[src/debug_target_regs.vh]
// Constants for the two-wire debug target-select block
`ifndef DEBUG_TARGET_REGS_VH
`define DEBUG_TARGET_REGS_VH

// ============================================================
// Target-select register
`define TSEL_WIDTH        8
`define TSEL_RESET        8'h00

// ============================================================
// Target-select values
`define TSEL_DEVICE_ID    8'h00
`define TSEL_REVISION_ID  8'h01
`define TSEL_FLASH_CTRL   8'h02
`define TSEL_FLASH_DATA   8'hb4

// ============================================================
// Frame layout on the link
`define LINK_START_LEVEL  1'b0
`define INS_WIDTH         2
`define INS_DATA_READ     2'h0
`define INS_DATA_WRITE    2'h1
`define INS_ADDR_READ     2'h2
`define INS_ADDR_WRITE    2'h3
`define DATA_BITS         4'h8

// ============================================================
// Answer to a data read of an unused target
`define UNMAPPED_READ     8'h00

`endif

[src/debug_link_sync.v]
// Two-flip-flop synchroniser for the debug link pins
`timescale 1ns/1ps
`default_nettype none

module debug_link_sync #(
  parameter WIDTH = 2
) (
  input  wire             clk_sys_i,
  input  wire             rst_n_i,
  input  wire [WIDTH-1:0] async_i,
  output reg  [WIDTH-1:0] sync_o
);

  reg [WIDTH-1:0] meta_reg;

  // ============================================================
  // Two stages; first stage feeds only the second
  always @(posedge clk_sys_i) begin
    if (!rst_n_i) begin
      meta_reg <= {WIDTH{1'b1}};
      sync_o   <= {WIDTH{1'b1}};
    end else begin
      meta_reg <= async_i;
      sync_o   <= meta_reg;
    end
  end

endmodule

`default_nettype wire

[src/debug_target_select.v]
// Two-wire debug link slave with target-select register
`timescale 1ns/1ps
`default_nettype none
`include "debug_target_regs.vh"

module debug_target_select #(
  parameter [7:0] DEVICE_ID   = 8'h5a, // Arbitrary value
  parameter [7:0] REVISION_ID = 8'h01  // Arbitrary value
) (
  input  wire       clk_sys_i,
  input  wire       rst_n_i,
  input  wire       debug_link_clock_i,
  input  wire       debug_link_data_i,
  output reg        debug_link_data_o,
  output reg        debug_link_data_oe_o,
  output reg  [7:0] target_select_o,
  input  wire [7:0] flash_ctrl_rdata_i,
  input  wire [7:0] flash_data_rdata_i,
  output reg  [7:0] flash_wdata_o,
  output reg        flash_ctrl_wr_o,
  output reg        flash_data_wr_o,
  output reg        flash_ctrl_rd_o,
  output reg        flash_data_rd_o
);

  // ============================================================
  // Frame states
  localparam [1:0] ST_IDLE = 2'h0;
  localparam [1:0] ST_INS  = 2'h1;
  localparam [1:0] ST_WDAT = 2'h2;
  localparam [1:0] ST_RDAT = 2'h3;

  wire [1:0] pins_sync;
  reg        clk_prev_reg;
  reg  [1:0] state_reg;
  reg  [1:0] state_next;
  reg  [1:0] ins_reg;
  reg  [1:0] ins_next;
  reg  [3:0] cnt_reg;
  reg  [3:0] cnt_next;
  reg  [7:0] shift_reg;
  reg  [7:0] shift_next;
  reg  [7:0] tsel_next;
  reg        data_next;
  reg        oe_next;
  reg  [7:0] wdata_next;
  reg        ctrl_wr_next;
  reg        data_wr_next;
  reg        ctrl_rd_next;
  reg        data_rd_next;
  reg  [7:0] read_value;

  // ============================================================
  // Link pins into the system clock domain
  debug_link_sync #(
    .WIDTH (2)
  ) u_sync (
    .clk_sys_i (clk_sys_i),
    .rst_n_i   (rst_n_i),
    .async_i   ({debug_link_clock_i, debug_link_data_i}),
    .sync_o    (pins_sync)
  );

  wire link_clk  = pins_sync[1];
  wire link_data = pins_sync[0];
  wire link_rise = link_clk & ~clk_prev_reg;
  wire link_fall = ~link_clk & clk_prev_reg;

  // ============================================================
  // Data register chosen by the select value
  always @* begin
    case (target_select_o)
      `TSEL_DEVICE_ID:   read_value = DEVICE_ID;
      `TSEL_REVISION_ID: read_value = REVISION_ID;
      `TSEL_FLASH_CTRL:  read_value = flash_ctrl_rdata_i;
      `TSEL_FLASH_DATA:  read_value = flash_data_rdata_i;
      default:           read_value = `UNMAPPED_READ;
    endcase
  end

  // ============================================================
  // Frame decoder: start, instruction, data in or data out
  always @* begin
    state_next   = state_reg;
    ins_next     = ins_reg;
    cnt_next     = cnt_reg;
    shift_next   = shift_reg;
    tsel_next    = target_select_o;
    data_next    = debug_link_data_o;
    oe_next      = debug_link_data_oe_o;
    wdata_next   = flash_wdata_o;
    ctrl_wr_next = 1'b0;
    data_wr_next = 1'b0;
    ctrl_rd_next = 1'b0;
    data_rd_next = 1'b0;
    case (state_reg)
      ST_IDLE: begin
        oe_next = 1'b0;
        if (link_rise && link_data == `LINK_START_LEVEL) begin
          state_next = ST_INS;
          cnt_next   = 4'h0;
        end
      end
      ST_INS: begin
        if (link_rise) begin
          ins_next = {link_data, ins_reg[1]}; // LSB first
          cnt_next = cnt_reg + 4'h1;
          if (cnt_reg == 4'h1) begin
            cnt_next = 4'h0;
            if (link_data) begin
              // Address instructions: bit 1 set
              if (ins_reg[1]) begin
                state_next = ST_WDAT;
              end else begin
                state_next = ST_RDAT;
                shift_next = target_select_o;
              end
            end else if (ins_reg[1]) begin
              state_next = ST_WDAT;
            end else begin
              // Data read latches the selected register now
              state_next   = ST_RDAT;
              shift_next   = read_value;
              ctrl_rd_next = (target_select_o == `TSEL_FLASH_CTRL);
              data_rd_next = (target_select_o == `TSEL_FLASH_DATA);
            end
          end
        end
      end
      ST_WDAT: begin
        if (link_rise) begin
          shift_next = {link_data, shift_reg[7:1]};
          cnt_next   = cnt_reg + 4'h1;
          if (cnt_reg == `DATA_BITS - 4'h1) begin
            state_next = ST_IDLE;
            if (ins_reg == `INS_ADDR_WRITE) begin
              tsel_next = {link_data, shift_reg[7:1]};
            end else begin
              wdata_next   = {link_data, shift_reg[7:1]};
              ctrl_wr_next = (target_select_o == `TSEL_FLASH_CTRL);
              data_wr_next = (target_select_o == `TSEL_FLASH_DATA);
            end
          end
        end
      end
      ST_RDAT: begin
        // Device drives after each of the first 8 falling edges, host samples on rise; the next fall releases
        if (link_fall) begin
          if (cnt_reg == `DATA_BITS) begin
            oe_next    = 1'b0;
            state_next = ST_IDLE;
          end else begin
            oe_next    = 1'b1;
            data_next  = shift_reg[0];
            shift_next = {1'b0, shift_reg[7:1]};
            cnt_next   = cnt_reg + 4'h1;
          end
        end
      end
      default: begin
        state_next = ST_IDLE;
        oe_next    = 1'b0;
      end
    endcase
  end

  // ============================================================
  // State and output registers
  always @(posedge clk_sys_i) begin
    if (!rst_n_i) begin
      clk_prev_reg         <= 1'b1;
      state_reg            <= ST_IDLE;
      ins_reg              <= 2'h0;
      cnt_reg              <= 4'h0;
      shift_reg            <= 8'h00;
      target_select_o      <= `TSEL_RESET;
      debug_link_data_o    <= 1'b0;
      debug_link_data_oe_o <= 1'b0;
      flash_wdata_o        <= 8'h00;
      flash_ctrl_wr_o      <= 1'b0;
      flash_data_wr_o      <= 1'b0;
      flash_ctrl_rd_o      <= 1'b0;
      flash_data_rd_o      <= 1'b0;
    end else begin
      clk_prev_reg         <= link_clk;
      state_reg            <= state_next;
      ins_reg              <= ins_next;
      cnt_reg              <= cnt_next;
      shift_reg            <= shift_next;
      target_select_o      <= tsel_next;
      debug_link_data_o    <= data_next;
      debug_link_data_oe_o <= oe_next;
      flash_wdata_o        <= wdata_next;
      flash_ctrl_wr_o      <= ctrl_wr_next;
      flash_data_wr_o      <= data_wr_next;
      flash_ctrl_rd_o      <= ctrl_rd_next;
      flash_data_rd_o      <= data_rd_next;
    end
  end

endmodule

`default_nettype wire

[config.mk]
export PLATFORM = sky130hd
export DESIGN_NAME = debug_target_select
export DESIGN_NICKNAME = d
export VERILOG_FILES = /design/src/debug_link_sync.v /design/src/debug_target_select.v
export VERILOG_INCLUDE_DIRS = /design/src
export SDC_FILE = /design/constraint.sdc
export NUM_CORES = 1
export LEC_CHECK = 0
export BUFFER_PORTS_ARGS = -buffer_cell sky130_fd_sc_hd__buf_2
export CORE_AREA = 2 2 102 55
export DETAILED_ROUTE_END_ITERATION = 12
export DIE_AREA = 0 0 104 57
export GPL_ROUTABILITY_DRIVEN = 1
export PLACE_DENSITY = 0.65
export SYNTH_ARGS = -nofsm -noshare
export SYNTH_HDL_FRONTEND = slang
export SYNTH_HIERARCHICAL = 1
export SYNTH_SLANG_ARGS = --single-unit
[constraint.sdc]
create_clock -name clk_sys_i -period 6.2 [get_ports clk_sys_i]
set_clock_uncertainty 0.2 [all_clocks]
set_input_delay 0.93 -clock clk_sys_i [delete_from_list [all_inputs] [get_ports clk_sys_i]]
set_output_delay 0.93 -clock clk_sys_i [all_outputs]
set_load 0.005 [all_outputs]
==> flow_summary.ini, run 1 <==
[clocking]
cts_hold_buf = 0
cts_root_buffer = clkbuf_8
postCtsResizedCells = 0
cts_setup_buffers = 0
htree_levels = 2
clock_pin_transition_on_the_worst_setup_and_hold_timing_paths_ns = 0.08
tritoncts = done
cts-root-to-sink-buffers = 2
cts.sink_count = 43
worstSkewPairLatency_ns = 0.30
cts_made_buffers = 5

[synth]
ys_types = 46
synth_top_family_by_area = simple AND/OR/NAND/NOR gates
synth.mux.area_fraction = 0.0646
yosys.area_share.simple = 0.267
mappedNetlistNets = 273
postSynthRegisterBits = 43
synth_cells = 250
mappedNetlistArea_um2 = 2170
synth_adder_area_share = 0.0173
synth_compound_gate_area_share = 0.214
synth_top_flop_cell = dfxtp_1
ys_warn_count = 6
async_set_or_reset_flop_fraction_in_the_synthesized_netlist = 0
synth_edf_count = 0
synth-seq-area-share = 0.397
syn-mean-instance-area_um2 = 8.68
synth-xor-area-share = 0

[global_route]
grt_pass1_wl_um = 8650
grt_start_max_net_pins = 44
grtUsageTotal = 0.184
grt_overflow_total = 0
vias_in_the_first_global_route = 1637
antenna_found_initial = 0

[floorplanning]
floorplan.initialDensity = 0.423
die_height_um = 57
design.portCount = 42
die_area_um2 = 5930
placementRows = 19
floorplan.core_area_um2 = 5130
die-width_um = 104

[detailed_routing]
met1_length_um = 2930
highest-signal-layer = met4
avgViaCountPerCell = 5.28
antenna_left = 0
remaining_drc_errors = 0
met3RoutedLength_um = 397
met2_wl_post_dr_um = 1810
routedWlPerCell_um = 14.4
drt_iter0_drc = 128
drtPass1Iterations = 4
wire_length_reported_by_the_detailed_router_um = 5170
dr_total_vias = 1902

[placement]
port_buffers = 41
gp_congestion = 0.815
dp_hpwl_um = 3870
placement.cell_area_um2 = 2410

[cells_and_area]
layout.cells.most_common = dfxtp_1
layout.cells.most_common_list = 43 x dfxtp_1, 41 x buf_2, 20 x nand2_1, 20 x nor2b_1, 19 x nor2_1
post_route_cells_drive_above_1_share = 0.202
n_antenna_cell = 0
final_net_count = 309
growth_of_design_area_from_synthesis_to_finish_pct = 16.6
filler_cell_count = 521
stdcell_area_um2 = 2530

[run_status]
outcome = completed

[setup_path]
critical_path.endpoint_type = flip-flop
cp_cell_sequence = nand4_1, nor2_1, a21oi_1, nor2b_1
critical_path.top_delay_family = simple AND/OR/NAND/NOR gates
required_ns = 6.24
number_of_buffer_and_inverter_instances_along_the_worst_setup_path = 0
timing.reg2reg.setup_slack_ns = 3.74
crit_slowest_cell = dfxtp_1
timing.critical_path.to = flash_wdata_o[0]$_SDFFE_PN0P_
cp_slowest_stage_delay_ns = 0.85
worstPathArrival_ns = 2.50
critical_path.startpoint = state_reg[1]$_SDFFE_PN0P_
crit_fanout = 25
worst_r2r_path_cells = 4
worstSetupPathType = reg2reg
worstReg2RegStart = state_reg[1]$_SDFFE_PN0P_
reg2reg_to = flash_wdata_o[0]$_SDFFE_PN0P_
timing.critical_path.from_type = flip-flop
critical_path_cell_count = 4

[timing]
final_cycle_share = 0.397
fin_setup_tns_ns = 0
final_hold_viol_count = 0
fmax_mhz = 407
hold_ws_ns = 0.210
max-slew-margin-rel = 0.457
setup_viol = 0
finalCriticalPeriod_ns = 2.46
rsz0062_at_grt = no
tightest_pin_transition_ns = 0.812
drv_slew = 0

[power]
leakage_power_total_uw = 0.000995
areal_power_density_over_the_cells_nw_per_um2 = 206
ir_drop_mv = 0.111

[worst_hold_path]
hold_path_class = reg2reg

[run]
drv.max_cap_violation_count = 0
==> cell families (layout without fill, tap and decap cells) <==
| kind of cell | after synthesis | count (layout) |
|---|---|---|
| and+or+nand+nor | 103 | 103 |
| AOI/OAI and AO/OA | 66 | 66 |
| DFF | 43 | 43 |
| buffers and inverters | 21 | 58 |
| muxes | 14 | 14 |
| adders and majority gates | 3 | 3 |
==> stage by stage <==
| step | total power, uW | cells | worst slack [ns] | util |
|---|---|---|---|---|
| 2_1_floorplan | 295 | 250 | 4.21 | - |
| 5_1_grt | 545 | 360 | 3.50 | 0.493 |
| 3_3_place_gp | 303 | 352 | 3.63 | 0.470 |
| 3_5_place_dp | 304 | 352 | 3.58 | 0.470 |
| 6_report | 522 | 360 | 3.74 | 0.493 |
| 4_1_cts | 529 | 360 | 3.77 | 0.493 |
==> how the worst min path moves through the flow <==
stage                     depth (start not counted)                     endpoint                     startpoint  slack, ns
after CTS                                         1  u_sync/sync_o[1]$_SDFF_PN1_  u_sync/meta_reg[1]$_SDFF_PN1_       0.22
after floorplan                                   1  u_sync/sync_o[0]$_SDFF_PN1_  u_sync/meta_reg[0]$_SDFF_PN1_       0.19
after global placement                            1  u_sync/sync_o[1]$_SDFF_PN1_  u_sync/meta_reg[1]$_SDFF_PN1_       0.19
after global routing                              1  u_sync/sync_o[1]$_SDFF_PN1_  u_sync/meta_reg[1]$_SDFF_PN1_       0.24
after detailed placement                          1  u_sync/sync_o[1]$_SDFF_PN1_  u_sync/meta_reg[1]$_SDFF_PN1_       0.20
final                                             1  u_sync/sync_o[1]$_SDFF_PN1_  u_sync/meta_reg[1]$_SDFF_PN1_       0.21
==> layer usage <==
metal / vias to the layer above / track usage
li1: 963 / -
met1: 872 / 0.316
met2: 62 / 0.208
met3: 5 / 0.0526
met4: 0 / 0.0405
met5: - / 0
==> synth_stat cells (all sizes together) (6+ instances only) <==
cell type	instances	area, um2
nand3	9	45.0
nor2b	20	125
clkbuf	9	33.8
a21oi	17	85.1
o21ai	15	75.1
inv	9	33.8
mux2i	14	140
and3	6	37.5
o22ai	7	43.8
nand2b	11	68.8
nand2	20	75.1
nor2	20	77.6
dfxtp	43	861
==> area by class of cell <==
cell class / instances / area, um2 / area share
Clock inverter: 2 / 35.0 / 0.0138
Clock buffer: 6 / 82.6 / 0.0326
Timing Repair Buffer: 41 / 205 / 0.0811
Inverter: 9 / 33.8 / 0.0133
Multi-Input combinational cell: 186 / 1220 / 0.483
Tap cell: 73 / 91.3 / 0.0361
Sequential cell: 43 / 861 / 0.340
==> power breakdown <==
part           internal, uW  switching, uW  total [uW]
sequential              277           1.74         279
clock                   130           94.8         225
combinational          8.57           9.54        18.1
(Power assumes the default switching activity.)
==> run 2, diff against run 1 <==
- ABC_AREA: unset -> 1
- PLACE_DENSITY: 0.65 -> unset
- clock period: 6.2 -> 2.44 ns (I/O delays scaled with it)
==> flow_summary.ini, run 2 <==
[synth]
synth_area_leaders = dfxtp_1 40%, nand2_1 12%, nor2_1 8.0%
synth_edf_count = 0
synth-seq-area-share = 0.398
mappedNetlistNets = 337
synth_cells = 314
postSynthRegisterBits = 43
async_set_or_reset_flop_fraction_in_the_synthesized_netlist = 0
mappedNetlistArea_um2 = 2160
synth_largest_area_cell = dfxtp_1
syn-mean-instance-area_um2 = 6.89
ys_warn_count = 6
ys_types = 28
synth_top_flop_cell = dfxtp_1
top_cells_by_count_synth = 70 x nand2_1, 46 x nor2_1, 43 x dfxtp_1, 31 x a21oi_1, 29 x nand3_1
yosysMostFrequentCell = nand2_1
netlist.area_leader.share = 0.398

[timing]
setup_viol = 0
fin_setup_tns_ns = 0
final_hold_viol_count = 0
drv_slew = 0
fmax_mhz = 510
rsz0062_at_grt = no
max-slew-margin-rel = 0.616
final_cycle_share = 0.804
finalCriticalPeriod_ns = 1.96
tightest_pin_transition_ns = 0.574

[setup_path]
crit_slowest_cell = dfxtp_1
cp_cell_sequence = nand2_1, inv_2, nand3_2, nand3_2, or2_1, nand2_1, a21oi_1
crit_fanout = 8
worstPathArrival_ns = 1.98
critical_path.endpoint_type = flip-flop
required_ns = 2.46
cp_slowest_stage_delay_ns = 0.59
timing.critical_path.from_type = flip-flop
critical_path.startpoint = state_reg[1]$_SDFFE_PN0P_
worstReg2RegStart = state_reg[1]$_SDFFE_PN0P_
worstSetupPathType = reg2reg

[detailed_routing]
wire_length_reported_by_the_detailed_router_um = 5590
drtPass1Iterations = 5
dr_total_vias = 2087
drt_iter0_drc = 169
routedWlPerCell_um = 12.9
avgViaCountPerCell = 4.83
antenna_left = 0
remaining_drc_errors = 0

[floorplanning]
design.portCount = 42
floorplan.core_area_um2 = 5130
die_height_um = 57
floorplan.initialDensity = 0.421
die-width_um = 104
placementRows = 19
die_area_um2 = 5930

[cells_and_area]
growth_of_design_area_from_synthesis_to_finish_pct = 16.8
post_route_cells_drive_above_1_share = 0.206
layout.cells.most_common = nand2_1
n_antenna_cell = 0
layout.cells.most_common_list = 70 x nand2_1, 46 x nor2_1, 43 x dfxtp_1, 41 x buf_2, 31 x a21oi_1
filler_cell_count = 567
final_net_count = 381

[worst_hold_path]
hold_path_class = in2reg
worstHoldStart = debug_link_data_i

[clocking]
cts_made_buffers = 5
cts_root_buffer = clkbuf_8
cts.sink_count = 43
clock_pin_transition_on_the_worst_setup_and_hold_timing_paths_ns = 0.09
htree_levels = 2
tritoncts = done
cts_hold_buf = 0
postCtsResizedCells = 0
cts-root-to-sink-buffers = 2
worstSkewPairLatency_ns = 0.30
cts_setup_buffers = 0

[placement]
gp_congestion = 0.883
port_buffers = 41
dp_hpwl_um = 4260

[global_route]
grt_overflow_total = 0
antenna_found_initial = 0
grt_start_max_net_pins = 28
vias_in_the_first_global_route = 1810
grtUsageTotal = 0.196
grt_pass1_wl_um = 9200

[power]
areal_power_density_over_the_cells_nw_per_um2 = 680
leakage_power_total_uw = 0.00115
power.total_uw = 1720
ir_drop_mv = 0.321

[run]
drv.max_cap_violation_count = 0

[run_status]
outcome = completed
run 2: report_power, final:
group | switching [uW] | internal [uW]
clock | 247 | 200
combinational | 311 | 162
sequential | 56.5 | 742
run 2: final timing paths:
| path | to | slack (ns) | cells after the start |
|---|---|---|---|
| worst max register to register | shift_reg[2]$_SDFFE_PN0P_ | 0.48 | 7 |
| worst max-delay path | shift_reg[2]$_SDFFE_PN0P_ | 0.48 | 7 |
| worst min-delay path | u_sync/meta_reg[0]$_SDFF_PN1_ | 0.03 | 3 |
| worst min register to register | u_sync/sync_o[1]$_SDFF_PN1_ | 0.21 | 2 |
run 2: cell type report:
cell class / count / area (um2) / area share
clock buffers: 6 / 72.6 / 0.0287
clock inverters: 2 / 12.5 / 0.00495
inverters: 32 / 128 / 0.0505
multi-input cells: 230 / 1120 / 0.443
flip-flops and latches: 43 / 861 / 0.341
well taps: 73 / 91.3 / 0.0362
repair buffers: 46 / 243 / 0.0961
run 2: metal layers:
metal / track usage / part of all wire / wire length [um] / vias to the layer above
met5: 0 / 0 / 0 / -
met1: 0.330 / 0.58 / 3240 / 895
li1: - / - / - / 1101
met4: 0.0347 / 0 / 0 / 0
met3: 0.0549 / 0.087 / 486 / 0
met2: 0.237 / 0.33 / 1870 / 91
run 2: logic make-up (layout without fill, tap and decap cells):
logic type | after synthesis | after routing | synth area share
AOI/OAI and AO/OA | 58 | 58 | 0.139
xor gates and xnor gates | 2 | 2 | 0.00810
adders and majority gates | 3 | 3 | 0.0174
buffers and inverters | 41 | 86 | 0.0845
DFF | 43 | 43 | 0.398
and+or+nand+nor | 167 | 167 | 0.353
run 2: critical path, delay by kind of cell (launching register included):
kind,cells,cell delay (ns)
DFF,1,0.59
and+or+nand+nor,5,0.79
AOI/OAI and AO/OA,1,0.15
buffers and inverters,1,0.13
run 2: through the flow:
stage | instances | setup slack, ns | hold WS [ns] | utilization | instance area [um2]
6_report | 432 | 0.479 | 0.0283 | 0.492 | 2530
2_1_floorplan | 314 | 0.714 | 0.180 | - | 2160
3_3_place_gp | 424 | 0.515 | 0.185 | 0.475 | 2440
5_1_grt | 432 | 0.198 | 0.0259 | 0.492 | 2530
4_1_cts | 432 | 0.496 | 0.0179 | 0.492 | 2530
3_5_place_dp | 424 | 0.515 | 0.195 | 0.475 | 2440
